--- config.mk ---
export PLATFORM = sky130hd
export DESIGN_NAME = wake_input_config_measure
export DESIGN_NICKNAME = d
export VERILOG_FILES = /design/src/logic/wake_cfg_pkg.sv /design/src/logic/wake_filter.sv /design/src/logic/wake_input_config_measure.sv
export SDC_FILE = /design/constraint.sdc
export NUM_CORES = 1
export LEC_CHECK = 0
export ABC_AREA = 1
export BUFFER_PORTS_ARGS = -buffer_cell sky130_fd_sc_hd__buf_2
export CORE_ASPECT_RATIO = 1.5
export CORE_MARGIN = 5
export CORE_UTILIZATION = 59
export DETAILED_ROUTE_END_ITERATION = 8
export PLACE_DENSITY = 0.92
export SLEW_MARGIN = 20
export SYNTH_ARGS = -nofsm -noshare
export SYNTH_HDL_FRONTEND = slang
export SYNTH_HIERARCHICAL = 1
export SYNTH_SLANG_ARGS = --single-unit
--- constraint.sdc ---
create_clock -name clk_i -period 2.4 [get_ports clk_i]
set_clock_uncertainty 0.05 [all_clocks]
set_input_delay 0 -clock clk_i [delete_from_list [all_inputs] [get_ports clk_i]]
set_output_delay 0 -clock clk_i [all_outputs]
set_load 0.03 [all_outputs]
--- src/logic/wake_cfg_pkg.sv ---
// Purpose: shared constants for the wake input configuration block
// Assumes: 20 MHz clock, registers one word each on a plain port
// Notes:   offsets are byte addresses of aligned words
package wake_cfg_pkg;

  // ==========================================================
  // clock and filter timing
  localparam int unsigned CLK_FREQ_KHZ  = 20000;
  localparam int unsigned FLT_SHORT_US  = 16;
  localparam int unsigned FLT_LONG_US   = 64;
  localparam int unsigned FLT_SHORT_CYC = (FLT_SHORT_US * CLK_FREQ_KHZ + 999) / 1000;
  localparam int unsigned FLT_LONG_CYC  = (FLT_LONG_US * CLK_FREQ_KHZ + 999) / 1000;
  localparam int unsigned FLT_CNT_W     = 11;

  // ==========================================================
  // geometry
  localparam int unsigned NUM_INPUTS = 3;
  localparam int unsigned ADDR_W     = 8;

  // ==========================================================
  // register offsets
  localparam logic [7:0] OFS_PULL_SELECT   = 8'h00;
  localparam logic [7:0] OFS_DETECT_FILTER = 8'h04;
  localparam logic [7:0] OFS_WAKE_ENABLE   = 8'h08;
  localparam logic [7:0] OFS_MEASURE_CTRL  = 8'h0c;
  localparam logic [7:0] OFS_WAKE_STATUS   = 8'h10;
  localparam logic [7:0] OFS_LEVEL_STATUS  = 8'h14;
  localparam logic [7:0] OFS_IRQ_MASK      = 8'h18;

  // ==========================================================
  // field positions and reset values
  localparam int unsigned STAT_SPI_FAIL_BIT = 3;
  localparam int unsigned STAT_W            = 4;
  localparam logic [5:0]  PULL_SELECT_RST   = 6'h00;
  localparam logic [5:0]  DETECT_FILTER_RST = 6'h00;
  localparam logic [2:0]  WAKE_ENABLE_RST   = 3'h0;
  localparam logic        MEASURE_RST       = 1'b0;
  localparam logic [3:0]  IRQ_MASK_RST      = 4'h0;

  // ==========================================================
  // pull and detection codes
  localparam logic [1:0] PULL_NONE = 2'h0;
  localparam logic [1:0] PULL_DOWN = 2'h1;
  localparam logic [1:0] PULL_UP   = 2'h2;
  localparam logic [1:0] PULL_AUTO = 2'h3;
  localparam logic [1:0] DET_STATIC_SHORT = 2'h0;
  localparam logic [1:0] DET_STATIC_LONG  = 2'h1;
  localparam logic [1:0] DET_CYCLIC_T1    = 2'h2;
  localparam logic [1:0] DET_CYCLIC_T2    = 2'h3;

  typedef enum logic [2:0] {
    MODE_INIT,
    MODE_NORMAL,
    MODE_STOP,
    MODE_SLEEP,
    MODE_RESTART,
    MODE_FAIL_SAFE
  } dev_mode_e;

endpackage : wake_cfg_pkg

--- src/logic/wake_filter.sv ---
// Purpose: glitch filter for one wake input
// Assumes: level_i is already synchronised to clk_i
// Notes:   the counter restarts on every threshold crossing
module wake_filter
  import wake_cfg_pkg::*;
(
  input  wire logic clk_i,
  input  wire logic reset_n_i,
  input  wire logic level_i,
  input  wire logic active_i,
  input  wire logic long_i,
  output logic      level_o,
  output logic      event_o
);

  // ==========================================================
  // filter counter
  logic                 prev_raw;
  logic [FLT_CNT_W-1:0] count;
  wire                  crossing = level_i != prev_raw;
  wire  [FLT_CNT_W-1:0] limit    = long_i ? FLT_CNT_W'(FLT_LONG_CYC - 1)
                                          : FLT_CNT_W'(FLT_SHORT_CYC - 1);
  wire                  pending  = active_i && !crossing && (level_i != level_o);
  wire                  done     = pending && (count == limit);

  always_ff @(posedge clk_i or negedge reset_n_i)
  begin
    if (!reset_n_i)
    begin
      prev_raw <= 1'b0;
      count    <= '0;
      level_o  <= 1'b0;
      event_o  <= 1'b0;
    end
    else
    begin
      prev_raw <= level_i;
      event_o  <= done;
      if (!pending || done)
        count <= '0;
      else
        count <= count + FLT_CNT_W'(1);
      if (done)
        level_o <= level_i;
    end
  end

  // ==========================================================
  // checks
  property p_filter_restart;
    @(posedge clk_i) disable iff (!reset_n_i)
      crossing |=> count == '0;
  endproperty
  a_filter_restart: assert property (p_filter_restart)
    else $error("filter counter did not restart on a crossing");

  property p_filter_stable;
    @(posedge clk_i) disable iff (!reset_n_i)
      $rose(event_o) && !long_i && $past(active_i) |->
        $past(level_i) == level_o && $past(!crossing);
  endproperty
  a_filter_stable: assert property (p_filter_stable)
    else $error("wake accepted while input was still moving");

endmodule // wake_filter

--- src/logic/wake_input_config_measure.sv ---
// Purpose: wake input pulls, detection filters and measurement switch
// Assumes: pins are asynchronous; mode, timers and sleep command share clk_i
// Notes:   registers reached over a plain port, read data one cycle later
//
// Decided for this implementation: the strobed register port and the address map.

// Functional notes
// each input has a two-bit pull code: none (reset), pull-down, pull-up or automatic.
// automatic pull drives the pull-up while the input reads high, the pull-down while low.
// detection codes 00 and 01 are static sensing with a 16 us or 64 us filter.
// codes 10 and 11 are cyclic sensing on the first or second timer, with a 16 us filter.
// software must also give the same timer to the high-side output feeding that input.
// after reset measurement is off, the switch open and inputs one and two wake normally.
// with measurement enabled the switch closes only in Normal mode, open otherwise.
// with measurement enabled inputs one and two lose their pulls and their wake and level signals.
// with measurement enabled their settings still store but have no effect.
// with measurement enabled the wake and level status ignore inputs one and two.
// sleep command with measurement on and only inputs one or two as wake sources sets the failure flag and restarts.
// a crossing starts the filter, and a wake counts only if the level holds for the whole filter time.
// both edges of an enabled input are wake events: interrupt in Normal and Stop, wake-up in Sleep and Fail-Safe.
// filter time is counted in clock cycles, restarting at each crossing.
module wake_input_config_measure
  import wake_cfg_pkg::*;
(
  input  wire logic                  clk_i,
  input  wire logic                  reset_n_i,
  input  wire logic [ADDR_W-1:0]     addr_i,
  input  wire logic [31:0]           wdata_i,
  input  wire logic                  write_i,
  input  wire logic                  read_i,
  output logic      [31:0]           rdata_o,
  input  wire logic [NUM_INPUTS-1:0] wake_pin_i,
  input  wire logic [2:0]            mode_i,
  input  wire logic                  first_timer_on_i,
  input  wire logic                  second_timer_on_i,
  input  wire logic                  sleep_cmd_i,
  output logic      [NUM_INPUTS-1:0] pull_up_en_o,
  output logic      [NUM_INPUTS-1:0] pull_down_en_o,
  output logic                       measure_switch_o,
  output logic                       wakeup_o,
  output logic                       go_sleep_o,
  output logic                       restart_req_o,
  output logic                       irq_o
);

  // ==========================================================
  // decoding helpers
  function automatic logic [1:0] pull_drive(input logic [1:0] code, input logic lvl);
    // returns {up, down}
    unique case (code)
      PULL_NONE: pull_drive = 2'b00;
      PULL_DOWN: pull_drive = 2'b01;
      PULL_UP:   pull_drive = 2'b10;
      PULL_AUTO: pull_drive = lvl ? 2'b10 : 2'b01;
    endcase
  endfunction

  function automatic logic field_active(input logic [1:0] code, input logic t1, input logic t2);
    unique case (code)
      DET_STATIC_SHORT,
      DET_STATIC_LONG: field_active = 1'b1;
      DET_CYCLIC_T1:   field_active = t1;
      DET_CYCLIC_T2:   field_active = t2;
    endcase
  endfunction

  // ==========================================================
  // registers
  logic [5:0]            pull_select_register;
  logic [5:0]            detect_filter_register;
  logic [2:0]            wake_enable_register;
  logic                  measure_enable;
  logic [STAT_W-1:0]     wake_status_primary;
  logic [NUM_INPUTS-1:0] input_level_status;
  logic [STAT_W-1:0]     irq_mask;

  wire dev_mode_e mode      = dev_mode_e'(mode_i);
  wire            wr_pull   = write_i && addr_i == OFS_PULL_SELECT;
  wire            wr_detect = write_i && addr_i == OFS_DETECT_FILTER;
  wire            wr_enable = write_i && addr_i == OFS_WAKE_ENABLE;
  wire            wr_meas   = write_i && addr_i == OFS_MEASURE_CTRL;
  wire            wr_status = write_i && addr_i == OFS_WAKE_STATUS;
  wire            wr_mask   = write_i && addr_i == OFS_IRQ_MASK;

  // ==========================================================
  // pin synchronisers
  logic [NUM_INPUTS-1:0] pin_meta;
  logic [NUM_INPUTS-1:0] pin_sync;

  always_ff @(posedge clk_i or negedge reset_n_i)
  begin
    if (!reset_n_i)
    begin
      pin_meta <= '0;
      pin_sync <= '0;
    end
    else
    begin
      pin_meta <= wake_pin_i;
      pin_sync <= pin_meta;
    end
  end

  // ==========================================================
  // per-input filters; inputs one and two are gated while measuring
  wire  [NUM_INPUTS-1:0] gated = {1'b0, {2{measure_enable}}};
  logic [NUM_INPUTS-1:0] filt_level;
  logic [NUM_INPUTS-1:0] filt_event;
  logic [NUM_INPUTS-1:0] next_pull_up;
  logic [NUM_INPUTS-1:0] next_pull_down;

  genvar gi;
  generate
    for (gi = 0; gi < NUM_INPUTS; gi++)
    begin : g_input
      wire [1:0] det  = detect_filter_register[2*gi +: 2];
      wire [1:0] pull = pull_select_register[2*gi +: 2];
      wire [1:0] drv  = pull_drive(pull, filt_level[gi]);

      wake_filter u_filter (
        .clk_i     (clk_i),
        .reset_n_i (reset_n_i),
        .level_i   (pin_sync[gi]),
        .active_i  (field_active(det, first_timer_on_i, second_timer_on_i) && !gated[gi]),
        .long_i    (det == DET_STATIC_LONG),
        .level_o   (filt_level[gi]),
        .event_o   (filt_event[gi])
      );

      assign next_pull_up[gi]   = drv[1] && !gated[gi];
      assign next_pull_down[gi] = drv[0] && !gated[gi];
    end
  endgenerate

  // ==========================================================
  // wake events and sleep check
  wire [NUM_INPUTS-1:0] wake_ok    = filt_event & wake_enable_register & ~gated;
  wire                  low_power  = mode == MODE_SLEEP || mode == MODE_FAIL_SAFE;
  // while measuring, only input one or two enabled means nothing could ever wake the device
  wire                  sleep_bad  = sleep_cmd_i && measure_enable && !wake_enable_register[2]
                                     && |wake_enable_register[1:0];
  wire [STAT_W-1:0]     status_set = {sleep_bad, wake_ok};
  wire [STAT_W-1:0]     status_clr = wr_status ? wdata_i[STAT_W-1:0] : '0;

  // ==========================================================
  // register writes; set wins over clear on the status bits
  always_ff @(posedge clk_i or negedge reset_n_i)
  begin
    if (!reset_n_i)
    begin
      pull_select_register   <= PULL_SELECT_RST;
      detect_filter_register <= DETECT_FILTER_RST;
      wake_enable_register   <= WAKE_ENABLE_RST;
      measure_enable         <= MEASURE_RST;
      irq_mask               <= IRQ_MASK_RST;
      wake_status_primary    <= '0;
    end
    else
    begin
      if (wr_pull)
        pull_select_register <= wdata_i[5:0];
      if (wr_detect)
        detect_filter_register <= wdata_i[5:0];
      if (wr_enable)
        wake_enable_register <= wdata_i[2:0];
      if (wr_meas)
        measure_enable <= wdata_i[0];
      if (wr_mask)
        irq_mask <= wdata_i[STAT_W-1:0];
      wake_status_primary <= (wake_status_primary & ~status_clr) | status_set;
    end
  end

  // ==========================================================
  // level status, pins and mode requests
  always_ff @(posedge clk_i or negedge reset_n_i)
  begin
    if (!reset_n_i)
    begin
      input_level_status <= '0;
      pull_up_en_o       <= '0;
      pull_down_en_o     <= '0;
      measure_switch_o   <= 1'b0;
      wakeup_o           <= 1'b0;
      go_sleep_o         <= 1'b0;
      restart_req_o      <= 1'b0;
    end
    else
    begin
      for (int i = 0; i < NUM_INPUTS; i++)
        if (!gated[i])
          input_level_status[i] <= filt_level[i];
      pull_up_en_o     <= next_pull_up;
      pull_down_en_o   <= next_pull_down;
      measure_switch_o <= measure_enable && mode == MODE_NORMAL;
      wakeup_o         <= |wake_ok && low_power;
      go_sleep_o       <= sleep_cmd_i && !sleep_bad;
      restart_req_o    <= sleep_bad;
    end
  end

  // interrupt only carries meaning in Normal and Stop; the mode logic ignores it otherwise
  assign irq_o = |(wake_status_primary & irq_mask);

  // ==========================================================
  // register reads
  logic [31:0] rd_mux;

  always_comb
  begin
    rd_mux = '0;
    unique case (addr_i)
      OFS_PULL_SELECT:   rd_mux[5:0] = pull_select_register;
      OFS_DETECT_FILTER: rd_mux[5:0] = detect_filter_register;
      OFS_WAKE_ENABLE:   rd_mux[2:0] = wake_enable_register;
      OFS_MEASURE_CTRL:  rd_mux[0]   = measure_enable;
      OFS_WAKE_STATUS:   rd_mux[STAT_W-1:0] = wake_status_primary;
      OFS_LEVEL_STATUS:  rd_mux[NUM_INPUTS-1:0] = input_level_status;
      OFS_IRQ_MASK:      rd_mux[STAT_W-1:0] = irq_mask;
      default:           rd_mux = '0;
    endcase
  end

  always_ff @(posedge clk_i or negedge reset_n_i)
  begin
    if (!reset_n_i)
      rdata_o <= '0;
    else
      rdata_o <= read_i ? rd_mux : '0;
  end

  // ==========================================================
  // checks
  property p_pull_off;
    @(posedge clk_i) disable iff (!reset_n_i)
      pull_select_register[5:4] == PULL_NONE |=> !pull_up_en_o[2] && !pull_down_en_o[2];
  endproperty
  a_pull_off: assert property (p_pull_off)
    else $error("pull active with code none");

  property p_auto_pull;
    @(posedge clk_i) disable iff (!reset_n_i)
      pull_select_register[5:4] == PULL_AUTO |=>
        pull_up_en_o[2] == $past(filt_level[2]) && pull_down_en_o[2] == !$past(filt_level[2]);
  endproperty
  a_auto_pull: assert property (p_auto_pull)
    else $error("automatic pull does not follow the level");

  property p_switch_normal;
    @(posedge clk_i) disable iff (!reset_n_i)
      measure_enable && mode == MODE_NORMAL |=> measure_switch_o;
  endproperty
  a_switch_normal: assert property (p_switch_normal)
    else $error("switch open while measuring in Normal");

  property p_switch_open;
    @(posedge clk_i) disable iff (!reset_n_i)
      !measure_enable || mode != MODE_NORMAL |=> !measure_switch_o;
  endproperty
  a_switch_open: assert property (p_switch_open)
    else $error("switch closed outside measurement in Normal");

  property p_meas_pulls;
    @(posedge clk_i) disable iff (!reset_n_i)
      measure_enable && $past(measure_enable) |->
        pull_up_en_o[1:0] == 2'b00 && pull_down_en_o[1:0] == 2'b00;
  endproperty
  a_meas_pulls: assert property (p_meas_pulls)
    else $error("pull current on a gated input");

  property p_meas_status;
    @(posedge clk_i) disable iff (!reset_n_i)
      measure_enable |=> (wake_status_primary[1:0] & ~$past(wake_status_primary[1:0])) == 2'b00
        && $stable(input_level_status[1:0]);
  endproperty
  a_meas_status: assert property (p_meas_status)
    else $error("status updated by a gated input");

  property p_sleep_fail;
    @(posedge clk_i) disable iff (!reset_n_i)
      sleep_bad |=> restart_req_o && wake_status_primary[STAT_SPI_FAIL_BIT] && !go_sleep_o;
  endproperty
  a_sleep_fail: assert property (p_sleep_fail)
    else $error("bad sleep command not refused");

  property p_wake_event;
    @(posedge clk_i) disable iff (!reset_n_i)
      filt_event[2] && wake_enable_register[2] |=>
        wake_status_primary[2] && (wakeup_o == $past(low_power));
  endproperty
  a_wake_event: assert property (p_wake_event)
    else $error("enabled wake event not reported");

  // a cyclic input must ignore its pin while its timer is off
  property p_cyclic_hold;
    @(posedge clk_i) disable iff (!reset_n_i)
      (detect_filter_register[5:4] == DET_CYCLIC_T1 && !first_timer_on_i)
        || (detect_filter_register[5:4] == DET_CYCLIC_T2 && !second_timer_on_i)
        |=> !filt_event[2];
  endproperty
  a_cyclic_hold: assert property (p_cyclic_hold)
    else $error("cyclic input filtered while its timer was off");

  property p_sleep_ok;
    @(posedge clk_i) disable iff (!reset_n_i)
      sleep_cmd_i && !sleep_bad |=> go_sleep_o && !restart_req_o;
  endproperty
  a_sleep_ok: assert property (p_sleep_ok)
    else $error("valid sleep command refused");

endmodule // wake_input_config_measure

Yosys cells after proc, flatten, opt, wreduce, memory -nomap -nowiden
Index checks and enable logic that the tools add are counted.
{"block": "totals", "register_bits": 91, "input_bits": 53}
{"block": "op_classes", "addsub": 3, "n_eq_ne": 36, "mux": 21, "bitwise_logic": 7, "reduce_logical": 53}
{"operator": "two-way mux 11 bit", "count": 6}
{"operator": "adder 11 x 1 -> 11 bit (second input constant)", "count": 3}
{"operator": "== test 11 bit", "count": 3}
{"operator": "logical AND 1 bit", "count": 27}
{"operator": "== test 2 bit (second input constant)", "count": 12}
{"operator": "== test 8 x 5 -> 1 bit (second input constant)", "count": 3}
{"operator": "one-hot mux 2 bit (4 select lines)", "count": 3}
{"operator": "== test 8 x 4 -> 1 bit (second input constant)", "count": 2}
{"operator": "== test 2 x 1 -> 1 bit (second input constant)", "count": 6}
{"operator": "logical NOT 2 bit", "count": 6}
{"operator": "one-hot mux 2 bit (6 select lines)", "count": 1}
{"operator": "logical NOT 1 bit", "count": 9}
{"operator": "one-hot mux 1 bit (3 select lines)", "count": 3}
{"operator": "bitwise AND 4 bit", "count": 2}
{"operator": "== test 8 x 3 -> 1 bit (second input constant)", "count": 1}
{"operator": "logical NOT 8 bit", "count": 1}
{"operator": "OR reduction 2 bit", "count": 4}
{"operator": "one-hot mux 1 bit (7 select lines)", "count": 1}
{"operator": "bitwise AND 3 bit", "count": 2}
{"operator": "two-way mux 2 bit", "count": 3}
{"operator": "two-way mux 6 bit", "count": 1}
{"operator": "inequality test 1 bit", "count": 6}
{"operator": "logical OR 1 bit", "count": 4}
{"operator": "two-way mux 4 bit", "count": 1}
{"operator": "10 further kinds", "count": 10}

Logic depth before layout (Yosys ltp)
{"block": "depth", "ltp_word": 9, "ltp_mapped": 10}

Hierarchy
Netlist, hierarchy kept.
{"module": "wake_input_config_measure", "instances": 1, "cells_each": 275, "area_per_inst_um2": 2459.9, "seq_area_each_um2": 1226.2}
{"module": "wake_filter", "instances": 3, "cells_each": 86, "area_per_inst_um2": 711.9, "seq_area_each_um2": 350.3}

Least setup slack after synthesis
Ideal clock, no wire load.
{"block": "synth_timing", "path_kind": "register -> register", "from": "reg g_input[0].u_filter.count[0]", "to": "reg g_input[0].u_filter.count[8]", "setup_time_ns": 0.118, "arrival_ns": 1.197, "required_time_ns": 2.232, "path_slack_ns": 1.034, "stages_incl_launch_ff": 8, "n_path_buf": 1, "cell_sequence": "dfrtp_1 > ha_1 > nand3_2 > nor2_4 > nand2_2 > o21ai_2 > buf_6 > nor2_1"}
{"block": "synth_between", "elab_chain_len": 4, "word_cells_on_any_way": 5, "classes_between": "1 x add/sub; 1 x eq/ne; 1 x mux; 2 x reduce/logical"}
{"item": "start: declaration", "line_no": "wake_filter.sv:19", "text": "logic [FLT_CNT_W-1:0] count;"}
{"item": "start signal: assignment", "line_no": "wake_filter.sv:42", "text": "count <= count + FLT_CNT_W'(1);"}
{"item": "branches (longest 3 deep; another with adder 11 x 1 -> 11 bit)"}
{"item": "two-way mux 11 bit (*)", "line_no": "wake_filter.sv:39", "text": "if (!pending || done)"}
Mark *: on every way between the ends.
A chain may end at the register's enable or synchronous reset.

Worst setup path in the final report
{"block": "layout_timing", "from": "reg measure_enable", "to": "reg wakeup_o"}
{"block": "layout_between", "elab_chain_len": 4}
{"item": "start: declaration", "line_no": "wake_input_config_measure.sv:72", "text": "logic measure_enable;"}
{"item": "start signal: assignment", "line_no": "wake_input_config_measure.sv:167", "text": "measure_enable <= wdata_i[0];"}
{"item": "NOT 2 -> 3 bit", "line_no": "wake_input_config_measure.sv:137", "text": "wire [NUM_INPUTS-1:0] wake_ok = filt_event & wake_enable_register & ~gated;"}
{"item": "bitwise AND 3 bit", "line_no": "wake_input_config_measure.sv:137"}
{"item": "OR reduction 3 bit", "line_no": "wake_input_config_measure.sv:196", "text": "wakeup_o <= |wake_ok && low_power;"}
{"item": "logical AND 1 bit", "line_no": "wake_input_config_measure.sv:196"}
{"item": "end signal: assignment", "line_no": "wake_input_config_measure.sv:196"}
{"item": "end: declaration", "line_no": "wake_input_config_measure.sv:40", "text": "output logic wakeup_o,"}
No other way between the ends.

==> results by stage <==
Synthesis:
- By instance count, the leading cell after synthesis is nand2_1.
- The post-synthesis cell count is 533.
- In the synthesized netlist, the cells that appear most often are 117 x nand2_1, 91 x dfrtp_1, 63 x inv_1.
- The leading area contributor after synthesis is dfrtp_1.
- For this run, the number of Yosys warnings is 6.
- For this run, asynchronously set or reset flops after synthesis account for 1.000.
- Among all flip-flop cells after synthesis, the most frequent one is dfrtp_1.
- The share of the Yosys chip area taken by registers is 0.4955.
- The number of synthesized register bits is 91.
- The average instance in the mapped netlist occupies 8.622 um2.
- In this run the cell area of the synthesized design comes to 4596 um2.
- By area the synthesized netlist is led by dfrtp_1 50%, nand2_1 9.6%, inv_1 5.1%.
- Counting flops with a built-in enable in the synthesized netlist gives 0.
- The count of unique library cells instantiated by Yosys is 32.
- Of the post-synthesis cell area, the dominant cell type holds 0.4955.

Power:
- The ratio of total power to cell area is 622.8 nW/um2.
- The total power of the final layout is 0.003266 W.
- The leakage power summed over all cells is 2.539 nW.
- The maximum vdd ir drop is 0.4555 mV.

STA:
- Based on the critical path, the design can be clocked at up to 479.2 MHz.
- Setup repair after global routing left no endpoint under its margin.
- Setup violations remaining at the end of the flow were counted as 0.
- In the final timing run, aggregate negative setup slack is 0 ps.
- The count of endpoints failing hold in the final timing report is 0.
- The max-slew violation count came to 0.
- The share of the cycle needed by the critical path after routing is 0.8696.
- The post-route minimum period is 2087 ps.
- The worst pin sits at a relative slew slack of 0.5795.
- At the pin with the least slew margin, the transition time is 630.8 ps.

Layout:
- The multi-input logic area is 1897 um2.
- Compared with the post-synthesis result, the final layout area differs by 14.13%.
- After the last flow step, the layout net total stands at 652.
- Once layout is complete, the utilization of the core stands at 0.6890.
- The area taken by flip-flops and latches is 2277 um2.
- The antenna diode count is 0.
- After filler insertion, the fill cell instance count of the layout stands at 560.
- In the final layout, the share of cells above drive strength 1 is 0.1947.

Routing:
- The average wire per cell in the routed design is 13.90 um.
- The count of nets left with antenna violations once routing finished came out at 0.
- For this run, design rule violations remaining after detail routing come to 0.
- The routed via count is 3738.
- Before antenna repair, the detailed router went through 7 iterations.
- The number of DRC markers after the initial detailed-route iteration is 291.
- In the routed layout, each cell is associated on average with a via count of 5.317.
- For this block, the routed nets add up to 9770 um of wire.

Die:
- The overall die height is 118.1 um.
- The die covers 9690 um2.
- The floorplan die width is 82.06 um.
- The total area inside the core boundary comes to 7612 um2.
- For this design the top-level I/O count stands at 96.
- The initial utilization of the core area, before any placement, comes to 0.6037.
- In this run the core area contains 39 standard-cell rows.

Clock tree:
- TritonCTS built the clock tree.
- The root buffer cell chosen for the clock tree is clkbuf_16.
- The buffer depth of the longest clock path is 2.
- The later-pin clock latency in the skew report is 340 ps.
- The post-CTS setup-driven buffer insertion count is 0.
- Clock-pin slew was measured on the worst setup and hold paths at 60 ps.
- The clock buffer count from CTS is 9.
- Once the clock tree was built, the resizer swapped 0 gates to a different size.
- The number of clock sinks is 91.
- The H-tree was split into 3 levels.

Global route:
- The maximum number of pins on one net before global-route repair is 51.
- The initial antenna violation count is 0.
- The global-route wire length before repair is 16200 um.
- For this run the aggregate overflow at the end of global routing stands at 0.
- The combined global-route utilization of all metal layers is 0.2164.
- The via count of the first global-routing pass was 3596.

Placement:
- The HPWL after detailed placement is 6749 um.
- The count of port buffers added during placement is 43.
- The final estimated routing congestion in global placement is 0.8946.

Setup path:
- In this run the critical register-to-register path is captured at wakeup_o$_DFF_PN0_.
- The depth of the worst register-to-register path is 6.
- The signal on the critical path passes through inv_1 -> nand3_1 -> nand3_1 -> nand4_1 -> dlygate4sd3_1 -> inv_1.
- The signal arrival time at the worst endpoint is 2270 ps.
- The startpoint of the worst-slack reg-to-reg timing path is measure_enable$_DFFE_PN0P_.
- The slowest stage of the critical path belongs to the cell dfrtp_1.
- The maximum fanout along the worst path is 9.
- The worst setup path is launched from a flip-flop.
- The required time of the critical path is 2580 ps.
- The setup slack on the worst flop-to-flop path is 310 ps.
- The setup path with the least slack is of type reg -> reg.
- The sort of element at the end of the critical path is a flip-flop.
- In this design, the stage delay of the slowest critical-path cell is 620 ps.

Min path:
- The worst hold path terminates at measure_enable$_DFFE_PN0P_.
- The critical hold path startpoint is addr_i[3].
- Along the worst hold path, the cell count comes to 5.
- The tightest min-delay check is of the in -> reg type.

Outcome:
- The flow ran to the end, and the final reports show no timing, DRC or antenna violations.

Run:
- Across the run, the number of max-cap violations was 0.
## timing repair
item	in CTS	in global routing
hold endpoints to repair	75	0
setup endpoints to repair	0	0
hold buffers	16	0
## worst max-delay path by stage
stage	slack [ps]	to	depth (start not counted)	start
final	310	wakeup_o$_DFF_PN0_	6	measure_enable$_DFFE_PN0P_
after global routing	210	wakeup_o$_DFF_PN0_	6	measure_enable$_DFFE_PN0P_
after CTS	390	wakeup_o$_DFF_PN0_	6	measure_enable$_DFFE_PN0P_
after detailed placement	740	g_input[2].u_filter/count[9]$_DFF_PN0_	6	g_input[2].u_filter/count[0]$_DFF_PN0_
after global placement	800	g_input[2].u_filter/count[5]$_DFF_PN0_	6	g_input[2].u_filter/count[0]$_DFF_PN0_
after floorplan	1030	g_input[0].u_filter/count[8]$_DFF_PN0_	7	g_input[0].u_filter/count[0]$_DFF_PN0_
## per-layer routing
metal  track usage  wire (um)  up-vias
li1              -          -     1757
met1        0.2409       3401     1768
met2        0.3765       5215      179
met3       0.04900        776       34
met4        0.1029        376        0
met5             0          0        -
## worst max-delay path, delay by kind of cell, from the launching register on
kind	cells	cell delay, ps
buf+inv	3	920
flops	1	620
simple gates	3	390
## per-stage QoR
stage	worst slack (ps)	cells	area (um2)	hold slack, ps
4_1_cts	393.7	703	5245	33.66
3_3_place_gp	804.1	671	4788	10.03
6_report	313.0	703	5245	48.03
2_1_floorplan	1034	558	4690	-345.6
3_5_place_dp	741.5	671	4788	11.49
5_1_grt	212.2	703	5245	78.66
## sequential cells by signal (all words and copies together) (netlist names)
signal and count:
detect_filter_register 6, pin_meta 3, measure_switch_o 1, wake_enable_register 3, go_sleep_o 1, pull_select_register 6
irq_mask 4, wake_status_primary 4, input_level_status 3, pull_down_en_o 3, measure_enable 1, g_input.u_filter/count 33
g_input.u_filter/prev_raw 3, rdata_o 6, pin_sync 3, g_input.u_filter/event_o 3, pull_up_en_o 3, g_input.u_filter/level_o 3
restart_req_o 1, wakeup_o 1
## placed cells by master, fill, tap and decap left out, drive strengths merged
master and n:
nor2 72, clkbuf 12, nand2 138, clkinvlp 2
o21ai 30, xnor2 6, clkinv 1, nand3 43
dfrtp 91, o21bai 4, a21boi 2, buf 44
or2 1, a21oi 14, a31oi 1, nand4 4
bufinv 1, conb 26, dlygate4sd3 16, ha 3
xor2 9, nor3 10, o2111ai 1, inv 65
o21a 3, nor4 2
## where the power goes
part | total, W | switching, W | internal [W]
combinational | 0.000276 | 0.000198 | 0.0000778
clock | 0.00138 | 0.000549 | 0.000833
sequential | 0.00161 | 0.0000356 | 0.00157
## cell families (layout without fill, tap and decap cells)
family / after synthesis / after routing / synth area share
compound gates: 55 / 55 / 0.07814
xor+xnor: 15 / 15 / 0.02859
other cells: 1 / 26 / 0.0008160
flops: 91 / 91 / 0.4955
buf+inv: 98 / 141 / 0.1122
simple gates: 270 / 270 / 0.2766
fa+ha+maj: 3 / 3 / 0.008169
## area by class of cell
cell class | instances | area share
Clock inverter | 4 | 0.009542
Sequential cell | 91 | 0.4342
Multi-Input combinational cell | 369 | 0.3616
Clock buffer | 12 | 0.04699
Inverter | 65 | 0.04747
Tap cell | 102 | 0.02433
Timing Repair Buffer | 60 | 0.07586
Power figures use the tool's default switching activity.
